### src/rtl/iep_pkg.sv
package iep_pkg;

  // ****************************************
  // special-function addresses
  // ****************************************
  localparam logic [7:0] IEP_ADDR_ENABLE = 8'ha8;   // interrupt_enable_mask
  localparam logic [7:0] IEP_ADDR_SECOND = 8'ha9;   // secondary_enable_priority
  localparam logic [7:0] IEP_ADDR_PRIO = 8'hb8;     // interrupt_priority_select

  // ****************************************
  // reset values
  // ****************************************
  localparam logic [7:0] IEP_RST_ENABLE = 8'h00;
  localparam logic [7:0] IEP_RST_SECOND = 8'ha0;
  localparam logic [7:0] IEP_RST_PRIO = 8'h00;

  // ****************************************
  // implemented bit masks
  // ****************************************
  localparam logic [7:0] IEP_MASK_PRIO = 8'h7f;     // bit 7 not implemented
  localparam logic [7:0] IEP_MASK_SECOND = 8'hf7;   // bit 3 held at zero

  // ****************************************
  // enable register field positions
  // ****************************************
  localparam int IEP_EN_GLOBAL = 7;
  localparam int IEP_EN_CONV = 6;
  localparam int IEP_EN_TIMER2 = 5;
  localparam int IEP_EN_UART = 4;
  localparam int IEP_EN_TIMER1 = 3;
  localparam int IEP_EN_EXT1 = 2;
  localparam int IEP_EN_TIMER0 = 1;
  localparam int IEP_EN_EXT0 = 0;

  // ****************************************
  // secondary register field positions
  // ****************************************
  localparam int IEP_SEC_PRIO_INTERVAL = 6;
  localparam int IEP_SEC_PRIO_SUPPLY = 5;
  localparam int IEP_SEC_EN_INTERVAL = 2;
  localparam int IEP_SEC_EN_SUPPLY = 1;

  // ****************************************
  // sources, index equals polling order
  // ****************************************
  localparam int IEP_NSRC = 9;
  localparam int IEP_SRC_SUPPLY = 0;
  localparam int IEP_SRC_EXT0 = 1;
  localparam int IEP_SRC_CONV = 2;
  localparam int IEP_SRC_TIMER0 = 3;
  localparam int IEP_SRC_EXT1 = 4;
  localparam int IEP_SRC_TIMER1 = 5;
  localparam int IEP_SRC_UART = 6;
  localparam int IEP_SRC_TIMER2 = 7;
  localparam int IEP_SRC_INTERVAL = 8;

  // ****************************************
  // vector table: base plus step per source
  // ****************************************
  localparam logic [15:0] IEP_VEC_BASE = 16'h0003;
  localparam logic [15:0] IEP_VEC_STEP = 16'h0008;

endpackage

### src/rtl/iep_pick.sv
`timescale 1ns/1ps

// ****************************************
// fixed-order picker, index 0 wins
// ****************************************
module iep_pick
  import iep_pkg::*;
(
  input wire logic [IEP_NSRC-1:0] req, // candidate requests
  output logic found,                  // any request present
  output logic [3:0] idx               // index of the winner
);

  logic [IEP_NSRC:0] lower_any;
  logic [IEP_NSRC-1:0] win;

  assign lower_any[0] = 1'b0;

  // one-hot winner through a prefix chain
  genvar g;
  generate
    for (g = 0; g < IEP_NSRC; g = g + 1) begin : g_chain
      assign win[g] = req[g] & ~lower_any[g];
      assign lower_any[g+1] = lower_any[g] | req[g];
    end
  endgenerate

  assign found = lower_any[IEP_NSRC];

  // encode the one-hot winner
  always_comb begin
    idx = 4'h0;
    for (int i = 0; i < IEP_NSRC; i++) begin
      if (win[i]) begin
        idx = 4'(i);
      end
    end
  end

endmodule // iep_pick

### src/rtl/iep_core.sv
`timescale 1ns/1ps

// Behaviour
// - nine sources are handled, each set to one of two priority levels.
// - enable bit 7 is a global gate; cleared, no source interrupts.
// - enable bit 6 gates the converter interrupt.
// - enable bit 5 gates the timer two interrupt.
// - enable bit 4 gates the serial port interrupt.
// - enable bit 3 gates the timer one interrupt.
// - enable bit 2 gates external pin one.
// - enable bit 1 gates the timer zero interrupt.
// - enable bit 0 gates external pin zero.
// - the enable register sits at a8 and resets to 00, all disabled.
// - the priority register sits at b8, resets to 00 and takes single-bit writes.
// - a high-level request may preempt a low-level service routine.
// - a service in progress is never preempted at its own level.
// - equal-level requests resolve in fixed polling order, supply monitor first.
// - on entry the core pushes the counter and jumps to the source vector given here.
module iep_core
  import iep_pkg::*;
(
  input wire logic clk,                          // core clock
  input wire logic reset,                        // synchronous, active high
  input wire logic [7:0] sfr_addr,               // byte access address
  input wire logic sfr_wr,                       // byte write strobe
  input wire logic sfr_rd,                       // byte read strobe
  input wire logic [7:0] sfr_wdata,              // byte write data
  output logic [7:0] sfr_rdata,                  // byte read data
  input wire logic [7:0] bit_addr,               // bit access address
  input wire logic bit_wr,                       // bit write strobe
  input wire logic bit_rd,                       // bit read strobe
  input wire logic bit_wdata,                    // bit write value
  output logic bit_rdata,                        // bit read value
  input wire logic [IEP_NSRC-1:0] irq_pending,   // held source flags
  output logic [IEP_NSRC-1:0] irq_taken,         // one-hot pulse, source entered
  output logic core_irq_valid,                   // request to the core
  output logic [15:0] core_irq_vector,           // vector address for entry
  output logic core_irq_high,                    // level of the request
  input wire logic core_irq_ack,                 // core takes the request
  input wire logic core_reti,                    // core leaves a routine
  output logic [1:0] in_service                  // bit1 high, bit0 low level busy
);

  // ****************************************
  // registers
  // ****************************************
  logic [7:0] enable_r;
  logic [7:0] second_r;
  logic [7:0] prio_r;
  logic [7:0] sfr_rdata_r;
  logic bit_rdata_r;
  logic valid_r;
  logic [3:0] src_r;
  logic [15:0] vector_r;
  logic high_r;
  logic [IEP_NSRC-1:0] taken_r;
  logic active_hi_r;
  logic active_lo_r;

  // ****************************************
  // per-source enable and level maps
  // ****************************************
  logic [IEP_NSRC-1:0] src_en;
  logic [IEP_NSRC-1:0] src_hi;
  logic [IEP_NSRC-1:0] gated;
  logic [IEP_NSRC-1:0] req_hi;
  logic [IEP_NSRC-1:0] req_lo;

  // individual enables placed in polling order
  always_comb begin
    src_en = '0;
    src_en[IEP_SRC_SUPPLY] = second_r[IEP_SEC_EN_SUPPLY];
    src_en[IEP_SRC_EXT0] = enable_r[IEP_EN_EXT0];
    src_en[IEP_SRC_CONV] = enable_r[IEP_EN_CONV];
    src_en[IEP_SRC_TIMER0] = enable_r[IEP_EN_TIMER0];
    src_en[IEP_SRC_EXT1] = enable_r[IEP_EN_EXT1];
    src_en[IEP_SRC_TIMER1] = enable_r[IEP_EN_TIMER1];
    src_en[IEP_SRC_UART] = enable_r[IEP_EN_UART];
    src_en[IEP_SRC_TIMER2] = enable_r[IEP_EN_TIMER2];
    src_en[IEP_SRC_INTERVAL] = second_r[IEP_SEC_EN_INTERVAL];
  end

  // priority bits placed in polling order
  always_comb begin
    src_hi = '0;
    src_hi[IEP_SRC_SUPPLY] = second_r[IEP_SEC_PRIO_SUPPLY];
    src_hi[IEP_SRC_EXT0] = prio_r[IEP_EN_EXT0];
    src_hi[IEP_SRC_CONV] = prio_r[IEP_EN_CONV];
    src_hi[IEP_SRC_TIMER0] = prio_r[IEP_EN_TIMER0];
    src_hi[IEP_SRC_EXT1] = prio_r[IEP_EN_EXT1];
    src_hi[IEP_SRC_TIMER1] = prio_r[IEP_EN_TIMER1];
    src_hi[IEP_SRC_UART] = prio_r[IEP_EN_UART];
    src_hi[IEP_SRC_TIMER2] = prio_r[IEP_EN_TIMER2];
    src_hi[IEP_SRC_INTERVAL] = second_r[IEP_SEC_PRIO_INTERVAL];
  end

  // pending flags pass only under both enables
  assign gated = irq_pending & src_en & {IEP_NSRC{enable_r[IEP_EN_GLOBAL]}};
  assign req_hi = gated & src_hi;
  assign req_lo = gated & ~src_hi;

  // ****************************************
  // arbitration
  // ****************************************
  logic hi_found;
  logic lo_found;
  logic [3:0] hi_idx;
  logic [3:0] lo_idx;

  // polling order within each level
  iep_pick u_pick_hi (
    .req(req_hi),
    .found(hi_found),
    .idx(hi_idx)
  );

  iep_pick u_pick_lo (
    .req(req_lo),
    .found(lo_found),
    .idx(lo_idx)
  );

  logic cand_hi;
  logic cand_lo;
  logic cand;
  logic [3:0] cand_idx;

  // high level blocked only by a high service
  assign cand_hi = hi_found & ~active_hi_r;

  // low level blocked by any service or any high request
  assign cand_lo = ~hi_found & lo_found & ~active_hi_r & ~active_lo_r;

  // merged candidate, high level first
  assign cand = cand_hi | cand_lo;
  assign cand_idx = cand_hi ? hi_idx : lo_idx;

  // ****************************************
  // request to the core
  // ****************************************
  logic entry;

  // an acknowledge counts only while a request stands
  assign entry = core_irq_ack & valid_r;

  // withdrawn for one cycle after an entry, so the flag can drop
  always_ff @(posedge clk) begin
    if (reset) begin
      valid_r <= 1'b0;
    end else begin
      valid_r <= cand & ~entry;
    end
  end

  // winner index and level, kept for the entry pulse
  always_ff @(posedge clk) begin
    if (reset) begin
      src_r <= 4'h0;
      high_r <= 1'b0;
    end else begin
      src_r <= cand_idx;
      high_r <= cand_hi;
    end
  end

  // vector of the winner, base plus step per index
  always_ff @(posedge clk) begin
    if (reset) begin
      vector_r <= 16'h0000;
    end else begin
      vector_r <= IEP_VEC_BASE + 16'(IEP_VEC_STEP * cand_idx);
    end
  end

  // one-hot taken pulse so the source can drop its flag
  always_ff @(posedge clk) begin
    if (reset) begin
      taken_r <= '0;
    end else begin
      taken_r <= '0;
      if (entry) begin
        taken_r[src_r] <= 1'b1;
      end
    end
  end

  // ****************************************
  // in-service tracking
  // ****************************************
  // an entry in the cycle of a return wins over the clear
  // high busy: set on a high entry, cleared by a return
  always_ff @(posedge clk) begin
    if (reset) begin
      active_hi_r <= 1'b0;
    end else if (entry && high_r) begin
      active_hi_r <= 1'b1;
    end else if (core_reti) begin
      active_hi_r <= 1'b0;
    end
  end

  // low busy: a return clears it only with no high routine busy
  always_ff @(posedge clk) begin
    if (reset) begin
      active_lo_r <= 1'b0;
    end else if (entry && !high_r) begin
      active_lo_r <= 1'b1;
    end else if (core_reti && !active_hi_r) begin
      active_lo_r <= 1'b0;
    end
  end

  // ****************************************
  // register writes
  // ****************************************
  // bit addresses b8 to bf land on the priority register
  logic bit_hits_prio;
  assign bit_hits_prio = (bit_addr[7:3] == IEP_ADDR_PRIO[7:3]);

  // enable register, byte access only
  always_ff @(posedge clk) begin
    if (reset) begin
      enable_r <= IEP_RST_ENABLE;
    end else if (sfr_wr && sfr_addr == IEP_ADDR_ENABLE) begin
      enable_r <= sfr_wdata;
    end
  end

  // secondary register, bit 3 forced low
  always_ff @(posedge clk) begin
    if (reset) begin
      second_r <= IEP_RST_SECOND;
    end else if (sfr_wr && sfr_addr == IEP_ADDR_SECOND) begin
      second_r <= sfr_wdata & IEP_MASK_SECOND;
    end
  end

  // priority register, byte write then bit write
  always_ff @(posedge clk) begin
    if (reset) begin
      prio_r <= IEP_RST_PRIO;
    end else begin
      if (sfr_wr && sfr_addr == IEP_ADDR_PRIO) begin
        prio_r <= sfr_wdata & IEP_MASK_PRIO;
      end
      // same-cycle bit write wins for its bit
      if (bit_wr && bit_hits_prio && bit_addr[2:0] != 3'h7) begin
        prio_r[bit_addr[2:0]] <= bit_wdata;
      end
    end
  end

  // ****************************************
  // register reads
  // ****************************************
  logic [7:0] sfr_rmux;

  // byte read select, unmapped addresses give zero
  always_comb begin
    unique case (sfr_addr)
      IEP_ADDR_ENABLE: sfr_rmux = enable_r;
      IEP_ADDR_SECOND: sfr_rmux = second_r;
      IEP_ADDR_PRIO: sfr_rmux = prio_r;
      default: sfr_rmux = 8'h00;
    endcase
  end

  // byte read data, held between read strobes
  always_ff @(posedge clk) begin
    if (reset) begin
      sfr_rdata_r <= 8'h00;
    end else if (sfr_rd) begin
      sfr_rdata_r <= sfr_rmux;
    end
  end

  // bit reads of the priority register, others zero
  always_ff @(posedge clk) begin
    if (reset) begin
      bit_rdata_r <= 1'b0;
    end else if (bit_rd) begin
      bit_rdata_r <= bit_hits_prio & prio_r[bit_addr[2:0]];
    end
  end

  // ****************************************
  // outputs
  // ****************************************
  // register bus answers
  assign sfr_rdata = sfr_rdata_r;
  assign bit_rdata = bit_rdata_r;

  // core link and entry pulse
  assign irq_taken = taken_r;
  assign core_irq_valid = valid_r;
  assign core_irq_vector = vector_r;
  assign core_irq_high = high_r;

  // busy levels
  assign in_service = {active_hi_r, active_lo_r};

endmodule // iep_core

### config.mk
export PLATFORM = sky130hd
export DESIGN_NAME = iep_core
export DESIGN_NICKNAME = d
export VERILOG_FILES = /design/src/rtl/iep_pkg.sv /design/src/rtl/iep_pick.sv /design/src/rtl/iep_core.sv
export SDC_FILE = /design/constraint.sdc
export NUM_CORES = 1
export LEC_CHECK = 0
export ABC_AREA = 1
export BUFFER_PORTS_ARGS = -buffer_cell sky130_fd_sc_hd__buf_2
export CORE_MARGIN = 3
export CORE_UTILIZATION = 51
export CTS_BUF_LIST = sky130_fd_sc_hd__clkbuf_8 sky130_fd_sc_hd__clkbuf_16
export DETAILED_ROUTE_END_ITERATION = 12
export GPL_TIMING_DRIVEN = 0
export HOLD_SLACK_MARGIN = 0.1
export PLACE_DENSITY = 0.83
export SETUP_SLACK_MARGIN = 0.15
export SYNTH_ARGS = -nofsm -noshare
export SYNTH_HDL_FRONTEND = slang
export SYNTH_SLANG_ARGS = --single-unit
### constraint.sdc
create_clock -name clk -period 1.9 [get_ports clk]
set_clock_uncertainty 0.15 [all_clocks]
set_input_delay 0 -clock clk [delete_from_list [all_inputs] [get_ports clk]]
set_output_delay 0 -clock clk [all_outputs]
set_load 0.05 [all_outputs]
# Word level (Yosys, flattened, before mapping)
# Index checks and enable logic that the tools add are counted.
# classes
add_sub_neg	1
order_cmp	4
eq_ne	5
n_mux	32
bitwise	65
n_reduce_logical	15
# ops
cell	n
4-bit two-way mux	15
9-bit AND	4
8-bit == test, second input constant	3
8-bit two-way mux	3
8-bit one-hot mux with 3 select lines	1
1-bit AND	23
1-bit NOT	20
1-bit OR	17
1-bit logical AND	10
1-bit two-way mux	9
9-bit NOT	1
2-bit by 7-bit adder with 8-bit output, first input constant	1
8-bit bitwise mux	1
5-bit == test, second input constant	1
4-bit by 5-bit less-than comparator with 1-bit output, second input constant	1
1-bit demux with 4-bit select	1
4-bit by 1-bit >= comparator with 1-bit output, second input constant	1
3-bit by 4-bit less-than comparator with 1-bit output, second input constant	1
2-bit nonzero test	2
1-bit binary-select mux with 3-bit select	1
1-bit demux with 3-bit select	1
3-bit by 1-bit >= comparator with 1-bit output, second input constant	1
3-bit != test, second input constant	1
1-bit logical NOT	2
2-bit OR reduction	1
# totals
regBits	65
elab_cells	134

# Logic depth before layout (Yosys ltp)
# Gate-level depths: netlist of the first run.
# logic_depth
ltp_word	17
mapped_depth	11
mapped_depth_nobuf	10

# Modules after synthesis
# A second synthesis of the first run with hierarchy kept.
# hier_totals
cells_unflattened	429
area_unflattened_um2	2971.6
# modules_own_cells
module	n_inst	cells_each	area_each_um2	seq_area_each_um2
iep_core	1	379	2731.4	1001.0
iep_pick	2	25	120.1	0.0

# Least setup slack after synthesis of the first run
# Ideal clock, no wire load.
# synth_path
path_type	reg2reg
startpoint	register enable_r[7]
endpoint	register src_r[0]
setup_ns	0.070
arrival_ns	1.192
slack_ns	0.488
path_stages_with_launch	9
synth_period_minus_slack_ns	1.412
path_cell_list	dfxtp_1 -> buf_6 -> nand4_1 -> nand2_2 -> nor2_4 -> nand4_4 -> o21bai_4 -> nand2_1 -> a21oi_1
# synth_via
elab_chain_cells	13
word_cells_on_any_way	68
classes_between	17 x mux; 51 x bitwise
# synth_rtl
item	line_no	rtl
from (decl)	iep_core.sv:47	logic [7:0] enable_r;
from (signal assigned)	iep_core.sv:225	enable_r <= sfr_wdata;
9-bit AND (*)	iep_core.sv:98	assign gated = irq_pending & src_en & {IEP_NSRC{enable_r[IEP_EN_GLOBAL]}};
9-bit AND (on tied branches)	iep_core.sv:100, iep_core.sv:99	
1-bit NOT or 1-bit OR (tied branches)	iep_pick.sv:23, iep_pick.sv:24	
1-bit AND, or another cell as far along	iep_pick.sv:23	assign win[g] = req[g] & ~lower_any[g];
1-bit two-way mux, or another cell as far along	iep_pick.sv:34	if (win[i]) begin
4-bit two-way mux, or another cell as far along (5 in series)	iep_pick.sv:34	
4-bit two-way mux or 1-bit AND (tied branches)	iep_pick.sv:34, iep_pick.sv:23	
4-bit two-way mux	iep_pick.sv:34	
4-bit two-way mux (*)	iep_core.sv:136	assign cand_idx = cand_hi ? hi_idx : lo_idx;
to (signal assigned)	iep_core.sv:161	src_r <= cand_idx;
to (decl)	iep_core.sv:53	logic [3:0] src_r;
# Mark *: on every way between the ends. The rest lies on a longest branch, timed or not.
# A chain may end at the register's enable or synchronous reset.

# Worst setup path in the final report of the first run
# layout_path
startpoint	input sfr_wr
endpoint	register second_r[5]
# layout_via
elab_chain_cells	1
# layout_rtl
item	line_no	rtl
from (decl)	iep_core.sv:25	input wire logic sfr_wr,
1-bit logical AND	iep_core.sv:233	end else if (sfr_wr && sfr_addr == IEP_ADDR_SECOND) begin
to (signal assigned)	iep_core.sv:234	second_r <= sfr_wdata & IEP_MASK_SECOND;
to (decl)	iep_core.sv:48	logic [7:0] second_r;
# No other way between the ends.

==> results of run 1 <==
[cell usage in the layout (no fill, tap or decap), types with 2 or more instances in the layout]
cell type                        n
sky130_fd_sc_hd__nor2_4          4
sky130_fd_sc_hd__nand2_1        63
sky130_fd_sc_hd__buf_6           2
sky130_fd_sc_hd__o22ai_1        11
sky130_fd_sc_hd__clkbuf_8        6
sky130_fd_sc_hd__nor3_1          3
sky130_fd_sc_hd__nand4_1        20
sky130_fd_sc_hd__nand3b_1        2
sky130_fd_sc_hd__nand3_1        19
sky130_fd_sc_hd__nand4_2         2
sky130_fd_sc_hd__nor2_1         38
sky130_fd_sc_hd__conb_1         10
sky130_fd_sc_hd__clkbuf_1        3
sky130_fd_sc_hd__a21oi_1        33
sky130_fd_sc_hd__o21ai_0        27
sky130_fd_sc_hd__buf_2          69
sky130_fd_sc_hd__nor2_2          2
sky130_fd_sc_hd__o211ai_2        3
sky130_fd_sc_hd__inv_1          58
sky130_fd_sc_hd__dlygate4sd3_1  32
sky130_fd_sc_hd__buf_4          18
sky130_fd_sc_hd__dfxtp_1        49
sky130_fd_sc_hd__o211ai_1        3
[registers in the layout, indices dropped and copies added (netlist names)]
register / count
core_irq_high: 1
src_r: 3
active_hi_r: 1
active_lo_r: 1
second_r: 7
core_irq_vector: 2
bit_rdata: 1
irq_taken: 9
prio_r: 8
core_irq_valid: 1
sfr_rdata: 8
enable_r: 8
[power breakdown]
part	switching (mW)	internal, mW
clock network	0.348	0.388
logic	0.143	0.0975
registers	0.00204	1.05
total	0.493	1.54
[Yosys cell counts (2+ instances only)]
library cell / instances / area [sq um]
sky130_fd_sc_hd__nand2_1: 64 / 240
sky130_fd_sc_hd__inv_1: 57 / 214
sky130_fd_sc_hd__dfxtp_1: 50 / 1000
sky130_fd_sc_hd__nor2_1: 40 / 150
sky130_fd_sc_hd__a21oi_1: 33 / 165
sky130_fd_sc_hd__o21ai_0: 27 / 135
sky130_fd_sc_hd__nand4_1: 20 / 125
sky130_fd_sc_hd__nand3_1: 19 / 95.1
sky130_fd_sc_hd__buf_4: 13 / 97.6
sky130_fd_sc_hd__o22ai_1: 11 / 68.8
sky130_fd_sc_hd__nor2_4: 4 / 45.0
sky130_fd_sc_hd__nor3_1: 4 / 20.0
sky130_fd_sc_hd__clkbuf_1: 3 / 11.3
sky130_fd_sc_hd__o211ai_1: 3 / 22.5
sky130_fd_sc_hd__o211ai_2: 3 / 37.5
sky130_fd_sc_hd__buf_6: 2 / 22.5
sky130_fd_sc_hd__nand3b_1: 2 / 15.0
sky130_fd_sc_hd__nand4_2: 2 / 25.0
[repair_timing]
action                                  4_1_cts  5_1_grt
resized for setup                             0        6
hold endpoints to repair                     45        1
endpoints found under the setup margin        0        7
hold buffers                                 33        1
setup buffers                                 0        5
[per-layer routing]
| metal | vias to the layer above | wire (microns) | GRT usage [%] |
|---|---|---|---|
| met5 | - | 0 | 0 |
| met4 | 0 | 231 | 10.3 |
| met3 | 27 | 691 | 5.45 |
| met2 | 182 | 3930 | 48.5 |
| met1 | 1389 | 2940 | 29.1 |
| li1 | 1448 | - | - |
[how the worst min path moves through the flow]
stage | to | slack, ps | startpoint | depth (start not counted)
global placement | bit_rdata | 40 | bit_rd | 2
floorplan | bit_rdata | -60 | bit_rd | 1
detailed placement | bit_rdata | 50 | bit_rd | 2
global route | prio_r[2] | 120 | bit_addr[1] | 6
finish | prio_r[2] | 60 | bit_addr[1] | 6
CTS | src_r[2] | 100 | irq_pending[4] | 5
[metrics by stage]
step	instance area, sq um	setup WS [ps]	hold WS [ps]
after floorplan	2650	488	-55.9
after global placement	3070	279	43.7
after detailed placement	3070	181	48.9
after CTS	3510	156	101
after global routing	3560	71.5	123
final	3560	165	61.8
[kinds of logic after synthesis]
family,after synthesis
and+or+nand+nor,158
AOI/OAI and AO/OA,81
buffers and inverters,79
DFF,50
other,1
[critical path, delay by kind of cell]
kind	cells	cell delay, ps
buf+inv	4	1410
compound gates	2	270
simple gates	1	70
[final cells by class]
type	count	area share, %
clock buffers	5	1.93
clock inverters	3	1.16
multi-input cells	249	36.3
plain buffers	21	4.32
flip-flops and latches	50	28.2
well taps	67	2.36
inverters	58	6.12
repair buffers	105	19.6
==> summary.txt, run 1 <==
Synth
  • Flip-flop and latch count after synthesis: 50
  • Synthesized-area fraction occupied by and/or/nand/nor cells: about 29%
  • Synthesized-area fraction occupied by ao, oa, aoi and oai cells: a little under a fifth
  • Average cell area after synthesis: 7.08 sq um
  • Post-synth EDFFs: 0
  • Flip-flop cell with the highest count after synthesis: sky130_fd_sc_hd__dfxtp_1
  • Synth unique cells: 30
  • Combinational family with the most area after synthesis: simple AND/OR/NAND/NOR gates
  • Number of standard cells after synthesis: ~370
  • Adder and majority cell fraction of the synthesized area: 0%
  • Syn Std Cell Area: roughly 0.0026 sq mm
  • Synth Area in XOR/XNOR: 0%
  • Mux share of post-synthesis cell area: 0%
  • Proportion of synthesized chip area in sequential cells: a little under two fifths
  • YS warnings: 0
  • Async set or reset register ratio after synthesis: 0%

Setup path
  • Most common cell type on the critical path: sky130_fd_sc_hd__dlygate4sd3_1
  • Crit Path Category: in -> reg
  • Worst R2R Setup Slack: 170 ps
  • Worst path cell trace: buf_2, inv_1, dlygate4sd3_1, nor2_4, a21oi_1, dlygate4sd3_1, o21ai_0
  • Reg-to-Reg Start: enable_r[7]
  • Arrival @ worst endpoint: ~1800 ps
  • Endpoint type of the worst setup path: flop
  • Capture point of the worst path: second_r[5]
  • R2R Path End: src_r[1]
  • Worst Reg2Reg Path Length in Cells: 10
  • Launching element type of the critical path: input port
  • Critical Path Source: sfr_wr
  • Cell at the slowest stage of the critical path: sky130_fd_sc_hd__dlygate4sd3_1
  • Critical-path maximum fanout: 5
  • WP data required: about 1900 ps
  • Largest stage delay on the critical path: slightly above 600 ps

STA
  • Final critical-path required period: 1740 ps
  • Peak Freq: 576 MHz
  • Max-slew violation count: 0
  • Final Hold Fails: 0
  • Unrepaired setup endpoints after global routing: yes
  • Final sum of negative setup slack: 0 ps
  • Portion of the clock cycle consumed by the worst path in the final layout: between 90% and 100%
  • Setup Viol. Count Final: 0

Final layout
  • Sequential cell area in the final layout: 0.00100 sq mm
  • Post-layout net count: around 530
  • Area Growth Syn to Fin: 36.1%
  • Post-layout utilization of the core: approximately 73%
  • Share of post-route cells with drive strength above 1: 23.6%
  • Footprint of the multi-input gates: 0.00129 sq mm
  • Count of antenna diodes in the layout: 0
  • Final non-filler cell total: 558
  • Fill cell count: 384

Routing
  • Iteration-0 DRC Markers: about 300
  • Vias/cell: ~5.5
  • Routed WL: about 7.8 mm
  • Routed wire per std cell: between 10 and 15 microns
  • Post-route DRC violation count: 0
  • Detail Route Antenna Nets: 0
  • Total via count in the routed design: 3046
  • Drt first pass iters: 5

Floorplan
  • Boundary Pins: 80
  • Number of placement rows: 25
  • Die Y: between 70 and 80 microns
  • Die area: 0.00602 sq mm
  • Effective utilization at floorplan: 53.9%
  • Die width: about 78 microns
  • CORE AREA: between 0.004 and 0.005 sq mm

Global route
  • Final global-route overflow total: 0
  • Antenna violations before repair: 0
  • Total global-route track usage: 26.3%
  • Maximum number of pins on one net before global-route repair: 16
  • Vias in the first global route: between 2000 and 3000
  • Global-route wire length before repair: approximately 13 mm

Clock tree
  • Library cell used as clock root buffer: sky130_fd_sc_hd__clkbuf_8
  • Clock-pin slew of the registers on the worst-case setup and hold paths: 90 ps
  • Clock Sinks: 50
  • CTS Buf Count: 5
  • Deepest clock path buffer count: 2
  • CTS tree: yes
  • CTS H-tree depth: 2
  • Clk Latency, worst-skew pair: 300 ps

Pwr
  • Lkg Pwr: about 1.7 nW
  • Total Power: just over 2 mW
  • Power Density: roughly 570 mW/mm^2
  • Largest vdd supply drop: 0.535 mV

Placement
  • Weighted congestion reported at the end of routability-driven placement: ~0.93
  • Number of placed cells counting well taps: between 500 and 600
  • Post-DP HPWL: between 5 and 6 mm
  • Port Buffer Count: a little under 70

Worst hold path
  • Hold crit path type: in -> reg

Flow run
  • Number of maximum-capacitance constraint violations: 0

Outcome
  • Run status: complete, no violations
No activity file was read; power rests on OpenSTA's default activity.
==> run 2: changes to the inputs <==
==> constraint.sdc (replaced) <==
create_clock -name clk -period 1.9 [get_ports clk]
set_clock_uncertainty 0.15 [all_clocks]
set_input_delay 0.57 -clock clk [delete_from_list [all_inputs] [get_ports clk]]
set_output_delay 0.57 -clock clk [all_outputs]
set_load 0.05 [all_outputs]
==> summary.txt, run 2 (same netlist as run 1, synthesis figures left out) <==
Outcome
  • Run status: complete, no violations

Global route
  • Global-route wire length before repair: 11.4 mm
  • Antenna violations before repair: 0
  • Final global-route overflow total: 0
  • Vias in the first global route: approximately 2600
  • Total global-route track usage: 23.6%
  • Maximum number of pins on one net before global-route repair: 16

Floorplan
  • Die Y: 77.6 microns
  • CORE AREA: 0.00485 sq mm
  • Boundary Pins: 80
  • Effective utilization at floorplan: about 54%
  • Die area: about 0.0060 sq mm
  • Number of placement rows: 25
  • Die width: roughly 78 microns

Pwr
  • Switching power total: approximately 0.48 mW
  • Sequential power share: between 50% and 60%
  • Comb power frac: 9.9%
  • Lkg Pwr: ~1.6 nW
  • Power share of the clock group: 36.9%
  • Power Density: around 600 mW/mm^2
  • Largest vdd supply drop: between 0.4 and 0.5 mV
  • Internal power summed over all cells: approximately 1.5 mW
  • Net Sw Frac: 24.1%

Final layout
  • Area Growth Syn to Fin: 25.1%
  • Post-layout net count: 502
  • Leading cell type in the layout, fill and taps excluded: sky130_fd_sc_hd__buf_2
  • Flip-flop count of the largest register after layout: 9
  • Share of post-route cells with drive strength above 1: 26.7%
  • Count of antenna diodes in the layout: 0
  • Most used cells in the layout excluding fill and tap cells: sky130_fd_sc_hd__buf_2, sky130_fd_sc_hd__nand2_1, sky130_fd_sc_hd__inv_1

Setup path
  • Crit Path Category: reg -> out
  • Cell at the slowest stage of the critical path: sky130_fd_sc_hd__dfxtp_4
  • R2R Path End: src_r[1]
  • Count of buffer and inverter cells on the critical path: 2
  • Endpoint type of the worst setup path: primary output
  • Reg-to-Reg Start: enable_r[7]
  • Most common cell type on the critical path: sky130_fd_sc_hd__buf_4
  • Critical Path Source: active_hi_r
  • Launching element type of the critical path: flop
  • Worst R2R Setup Slack: roughly 210 ps
  • Cell class contributing the biggest share of worst-path delay: flip-flops
  • Worst Reg2Reg Path Length in Cells: 10
  • Arrival @ worst endpoint: 970 ps
  • Largest stage delay on the critical path: approximately 370 ps
  • Critical-path maximum fanout: 6
  • WP data required: between 1000 and 1500 ps
  • Worst path cell trace: buf_4, buf_4

Routing
  • Drt first pass iters: 5
  • Detail Route Antenna Nets: 0
  • Routed WL: about 7 mm
  • Iteration-0 DRC Markers: 193
  • Vias/cell: approximately 5.3
  • Total via count in the routed design: 2821
  • Post-route DRC violation count: 0
  • Routed wire per std cell: 13.5 microns

Worst hold path
  • Capture endpoint of the worst hold path: bit_rdata
  • Hold crit path type: in -> reg
  • Hold Startpoint: bit_rd
  • Number of cells on the worst hold path: 2

Placement
  • Post-placement setup slack: -140 ps
  • Port Buffer Count: 68
  • Weighted congestion reported at the end of routability-driven placement: between 0.9 and 1
  • Post-DP HPWL: 5.35 mm

Clock tree
  • Hold-fix buffers at CTS: 0
  • CTS H-tree depth: 2
  • CTS tree: yes
  • Deepest clock path buffer count: 2
  • Library cell used as clock root buffer: sky130_fd_sc_hd__clkbuf_8
  • Clock Sinks: 50
  • Clk Latency, worst-skew pair: approximately 300 ps
  • Clock-pin slew of the registers on the worst-case setup and hold paths: about 90 ps
  • CTS Buf Count: 5

STA
  • Crit path setup slack, layout: 207 ps
  • Portion of the clock cycle consumed by the worst path in the final layout: around nine tenths
  • Final Hold Fails: 0
  • Setup Viol. Count Final: 0
  • Final critical-path required period: 1690 ps
  • Peak Freq: just under 600 MHz
  • Unrepaired setup endpoints after global routing: yes
  • Max-slew violation count: 0
  • Final sum of negative setup slack: 0 ps

Flow run
  • Number of maximum-capacitance constraint violations: 0
-- run 2: changes by cell type in the layout (fill, tap and decap cells not counted), sizes merged --
cell,previous run,this run
dlygate4sd3,32,0
buf,90,92
-- run 2: power groups by stage --
stage          registers [mW]  clock network [mW]  logic, mW
6_report                 1.05               0.730      0.196
5_1_grt                  1.05               0.791      0.212
4_1_cts                  1.05               0.737      0.189
3_5_place_dp             1.08                   0      0.188
3_3_place_gp             1.08                   0      0.186
2_1_floorplan            1.08                   0      0.108
-- run 2: final cells by class --
cell class | instances | area, sq um
Inverter | 58 | 218
Fill cell | 448 | 1580
Tap cell | 67 | 83.8
Buffer | 21 | 155
Timing Repair Buffer | 75 | 400
Clock buffer | 5 | 68.8
Clock inverter | 3 | 41.3
Multi-Input combinational cell | 249 | 1300
Sequential cell | 50 | 1010
-- run 2: how the worst max path moves through the flow --
stage | to | slack [ps] | cells after the start
2_1_floorplan | second_r[0] | 160 | 7
3_3_place_gp | enable_r[7] | -130 | 7
3_5_place_dp | enable_r[7] | -140 | 8
4_1_cts | enable_r[7] | 150 | 8
5_1_grt | src_r[1] | 70 | 10
6_report | in_service[1] | 210 | 2
-- run 2: worst reg2reg max path: cells and delay by family, from the launching register on --
kind	cells	cell delay [ps]
flops	1	330
simple gates	7	760
buf+inv	1	140
compound gates	2	250
-- run 2: timing repair --
action                                  CTS  global route
buffers inserted                          0             6
cloned                                    0             1
gates resized for setup                   2            18
pin swaps                                 0             4
endpoints found under the setup margin    1            25
-- run 2: per-stage QoR --
stage	instances	hold WS [ps]	power, mW	cell area (sq um)	utilization [%]
after global placement	513	296	1.26	3070	63.4
after global routing	528	328	2.05	3270	67.5
final	528	309	1.98	3270	67.5
after floorplan	378	280	1.19	2650	-
after CTS	521	310	1.98	3190	65.7
after detailed placement	513	298	1.26	3070	63.4
-- run 2: metal layers --
| layer | vias to the layer above | track usage, % | wire (microns) | part of all wire [%] |
|---|---|---|---|---|
| met5 | - | 0 | 0 | 0 |
| met4 | 0 | 9.79 | 199 | 2.8 |
| met1 | 1261 | 27.4 | 2750 | 38 |
| met3 | 23 | 5.22 | 671 | 9.4 |
| li1 | 1384 | - | - | - |
| met2 | 153 | 41.4 | 3520 | 49 |
==> run 3: changes to the inputs <==
--- a/config.mk
+++ b/config.mk
@@ -5,15 +5,15 @@
 export SDC_FILE = /design/constraint.sdc
 export NUM_CORES = 1
 export LEC_CHECK = 0
-export ABC_AREA = 1
 export BUFFER_PORTS_ARGS = -buffer_cell sky130_fd_sc_hd__buf_2
+export CAP_MARGIN = 10
 export CORE_MARGIN = 3
-export CORE_UTILIZATION = 51
+export CORE_UTILIZATION = 52
 export CTS_BUF_LIST = sky130_fd_sc_hd__clkbuf_8 sky130_fd_sc_hd__clkbuf_16
 export DETAILED_ROUTE_END_ITERATION = 12
 export GPL_TIMING_DRIVEN = 0
 export HOLD_SLACK_MARGIN = 0.1
-export PLACE_DENSITY = 0.83
+export PLACE_DENSITY = 0.84
 export SETUP_SLACK_MARGIN = 0.15
 export SYNTH_ARGS = -nofsm -noshare
 export SYNTH_HDL_FRONTEND = slang
==> summary.txt, run 3 <==
Outcome
  • Run status: complete, no violations

STA
  • Unrepaired setup endpoints after global routing: yes
  • Final Hold Fails: 0
  • Setup Viol. Count Final: 0
  • Portion of the clock cycle consumed by the worst path in the final layout: 96.3%
  • Final critical-path required period: 1830 ps
  • Slew @ Worst Pin: around 560 ps
  • Relative slew slack: a little over three fifths
  • Max-slew violation count: 0
  • Peak Freq: 547 MHz

Global route
  • Final global-route overflow total: 0
  • Vias in the first global route: ~2300
  • Antenna violations before repair: 0
  • Global-route wire length before repair: 11.3 mm
  • Total global-route track usage: a little under a quarter
  • Maximum number of pins on one net before global-route repair: 17

Synth
  • Flip-flop and latch count after synthesis: 50
  • Top-count cell post-synth: sky130_fd_sc_hd__dfxtp_1
  • Syn Std Cell Area: 0.00269 sq mm
  • Flip-flop cell with the highest count after synthesis: sky130_fd_sc_hd__dfxtp_1
  • Area share of the largest cell type after synthesis: a little under two fifths
  • Number of standard cells after synthesis: about 300
  • Proportion of synthesized chip area in sequential cells: ~37%
  • Most instantiated cells after synthesis: sky130_fd_sc_hd__dfxtp_1, sky130_fd_sc_hd__nor2_1, sky130_fd_sc_hd__mux2i_1
  • Average cell area after synthesis: 9.12 sq um
  • YS warnings: 0
  • Library cell occupying the most area in the post-synthesis netlist: sky130_fd_sc_hd__dfxtp_1
  • Async set or reset register ratio after synthesis: 0%
  • Cell types occupying the most area after synthesis: sky130_fd_sc_hd__dfxtp_1, sky130_fd_sc_hd__mux2i_1, sky130_fd_sc_hd__nor2_1
  • Synth unique cells: 48
  • Post-synth EDFFs: 0

Routing
  • Vias/cell: ~5.6
  • Detail Route Antenna Nets: 0
  • Iteration-0 DRC Markers: 208
  • Post-route DRC violation count: 0
  • Drt first pass iters: 5
  • Total via count in the routed design: 2530
  • Routed wire per std cell: 16.7 microns
  • Routed WL: ~7.5 mm

Floorplan
  • Die width: just under 80 microns
  • Die Y: approximately 80 microns
  • Effective utilization at floorplan: between 50% and 60%
  • Number of placement rows: 25
  • CORE AREA: around 0.0048 sq mm
  • Die area: slightly above 0.006 sq mm
  • Boundary Pins: 80

Clock tree
  • Library cell used as clock root buffer: sky130_fd_sc_hd__clkbuf_8
  • Deepest clock path buffer count: 2
  • Hold-fix buffers at CTS: 0
  • CTS Buf Count: 5
  • Clock Sinks: 50
  • Clk Latency, worst-skew pair: between 300 and 400 ps
  • CTS H-tree depth: 2
  • CTS tree: yes
  • Clock-pin slew of the registers on the worst-case setup and hold paths: 110 ps

Placement
  • Port Buffer Count: 66
  • Placed Area: between 0.003 and 0.004 sq mm
  • Post-DP HPWL: ~5.2 mm
  • Weighted congestion reported at the end of routability-driven placement: between 0.9 and 1
  • Number of placed cells counting well taps: between 400 and 500

Final layout
  • Final non-filler cell total: approximately 450
  • Count of antenna diodes in the layout: 0
  • Flip-flop count of the largest register after layout: 9
  • Area Growth Syn to Fin: 27.0%
  • Post-layout net count: 423
  • Total non-filler cell area in the finished layout: 0.00342 sq mm
  • Most used cells in the layout excluding fill and tap cells: sky130_fd_sc_hd__buf_2, sky130_fd_sc_hd__dfxtp_1, sky130_fd_sc_hd__nor2_1
  • Share of post-route cells with drive strength above 1: around a third
  • Leading cell type in the layout, fill and taps excluded: sky130_fd_sc_hd__buf_2

Pwr
  • Power Density: between 500 and 600 mW/mm^2
  • Lkg Pwr: about 1.6 nW
  • Largest vdd supply drop: approximately 0.28 mV

Setup path
  • Endpoint type of the worst setup path: flop
  • Critical-path maximum fanout: 10
  • Launching element type of the critical path: flop
  • Crit Path Category: reg -> reg
  • Arrival @ worst endpoint: 1920 ps
  • WP data required: 1990 ps

Worst hold path
  • Hold crit path type: in -> reg

Flow run
  • Number of maximum-capacitance constraint violations: 0
-- run 3: where the power goes --
group          switching, mW  leakage, nW  internal, mW
Combinational          0.135         1.13        0.0694
Sequential           0.00217        0.407          1.05
Clock                  0.384       0.0585         0.395
-- run 3: layer usage --
| metal | share of wire, % | wire length (microns) | vias to the layer above | track usage, % |
|---|---|---|---|---|
| li1 | - | - | 1215 | - |
| met1 | 41 | 3090 | 1180 | 29.8 |
| met2 | 49 | 3700 | 117 | 40.4 |
| met3 | 7.5 | 567 | 18 | 4.76 |
| met4 | 2.1 | 158 | 0 | 6.29 |
| met5 | 0 | 0 | - | 0 |
-- run 3: what timing repair did --
action	CTS	global route
resized for setup	5	21
endpoints found under the setup margin	6	25
setup buffers	1	2
cloned	0	1
pin swaps	1	12
-- run 3: worst paths after layout --
kind,from,end,slack [ps],cells after the start
worst min-delay path,core_reti,active_hi_r,310,2
worst max-delay path,enable_r[7],src_r[1],70,6
worst min register to register,core_irq_high,active_lo_r,320,1
worst max register to register,enable_r[7],src_r[1],70,6
-- run 3: cell families (layout without fill, tap and decap cells) --
logic type,Yosys count,after routing,synth area share [%]
AOI/OAI and AO/OA,44,44,11.1
buffers and inverters,32,110,7.02
DFF,50,50,37.2
muxes,33,33,12.3
other,1,10,0.139
and+or+nand+nor,135,135,32.2
-- run 3: critical path, cell delays in order (launching register included) --
cell and delay, ps:
sky130_fd_sc_hd__dfxtp_4 390, sky130_fd_sc_hd__buf_6 150, sky130_fd_sc_hd__nand4_1 210, sky130_fd_sc_hd__nand4_4 150, sky130_fd_sc_hd__o31ai_4 290, sky130_fd_sc_hd__nand4_1 180, sky130_fd_sc_hd__a21oi_1 220
-- run 3: layout make-up --
type                            instances  area (sq um)
Clock buffer                            5          68.8
Timing Repair Buffer                   70           394
Clock inverter                          3          43.8
Fill cell                             379          1430
Multi-Input combinational cell        222          1610
Inverter                                5          18.8
Tap cell                               67          83.8
Sequential cell                        50          1010
Buffer                                 27           188
-- run 3: stage by stage --
step | hold WS [ps] | power (mW) | setup TNS, ps | utilization, % | setup slack (ps)
global placement | 290 | 1.27 | -1580 | 64.8 | -166
detailed placement | 312 | 1.27 | -2650 | 64.8 | -201
finish | 305 | 2.03 | 0 | 70.5 | 71.2
floorplan | 293 | 1.19 | 0 | - | 119
CTS | 304 | 2.02 | 0 | 67.5 | 136
global route | 298 | 2.09 | 0 | 70.5 | 16.3
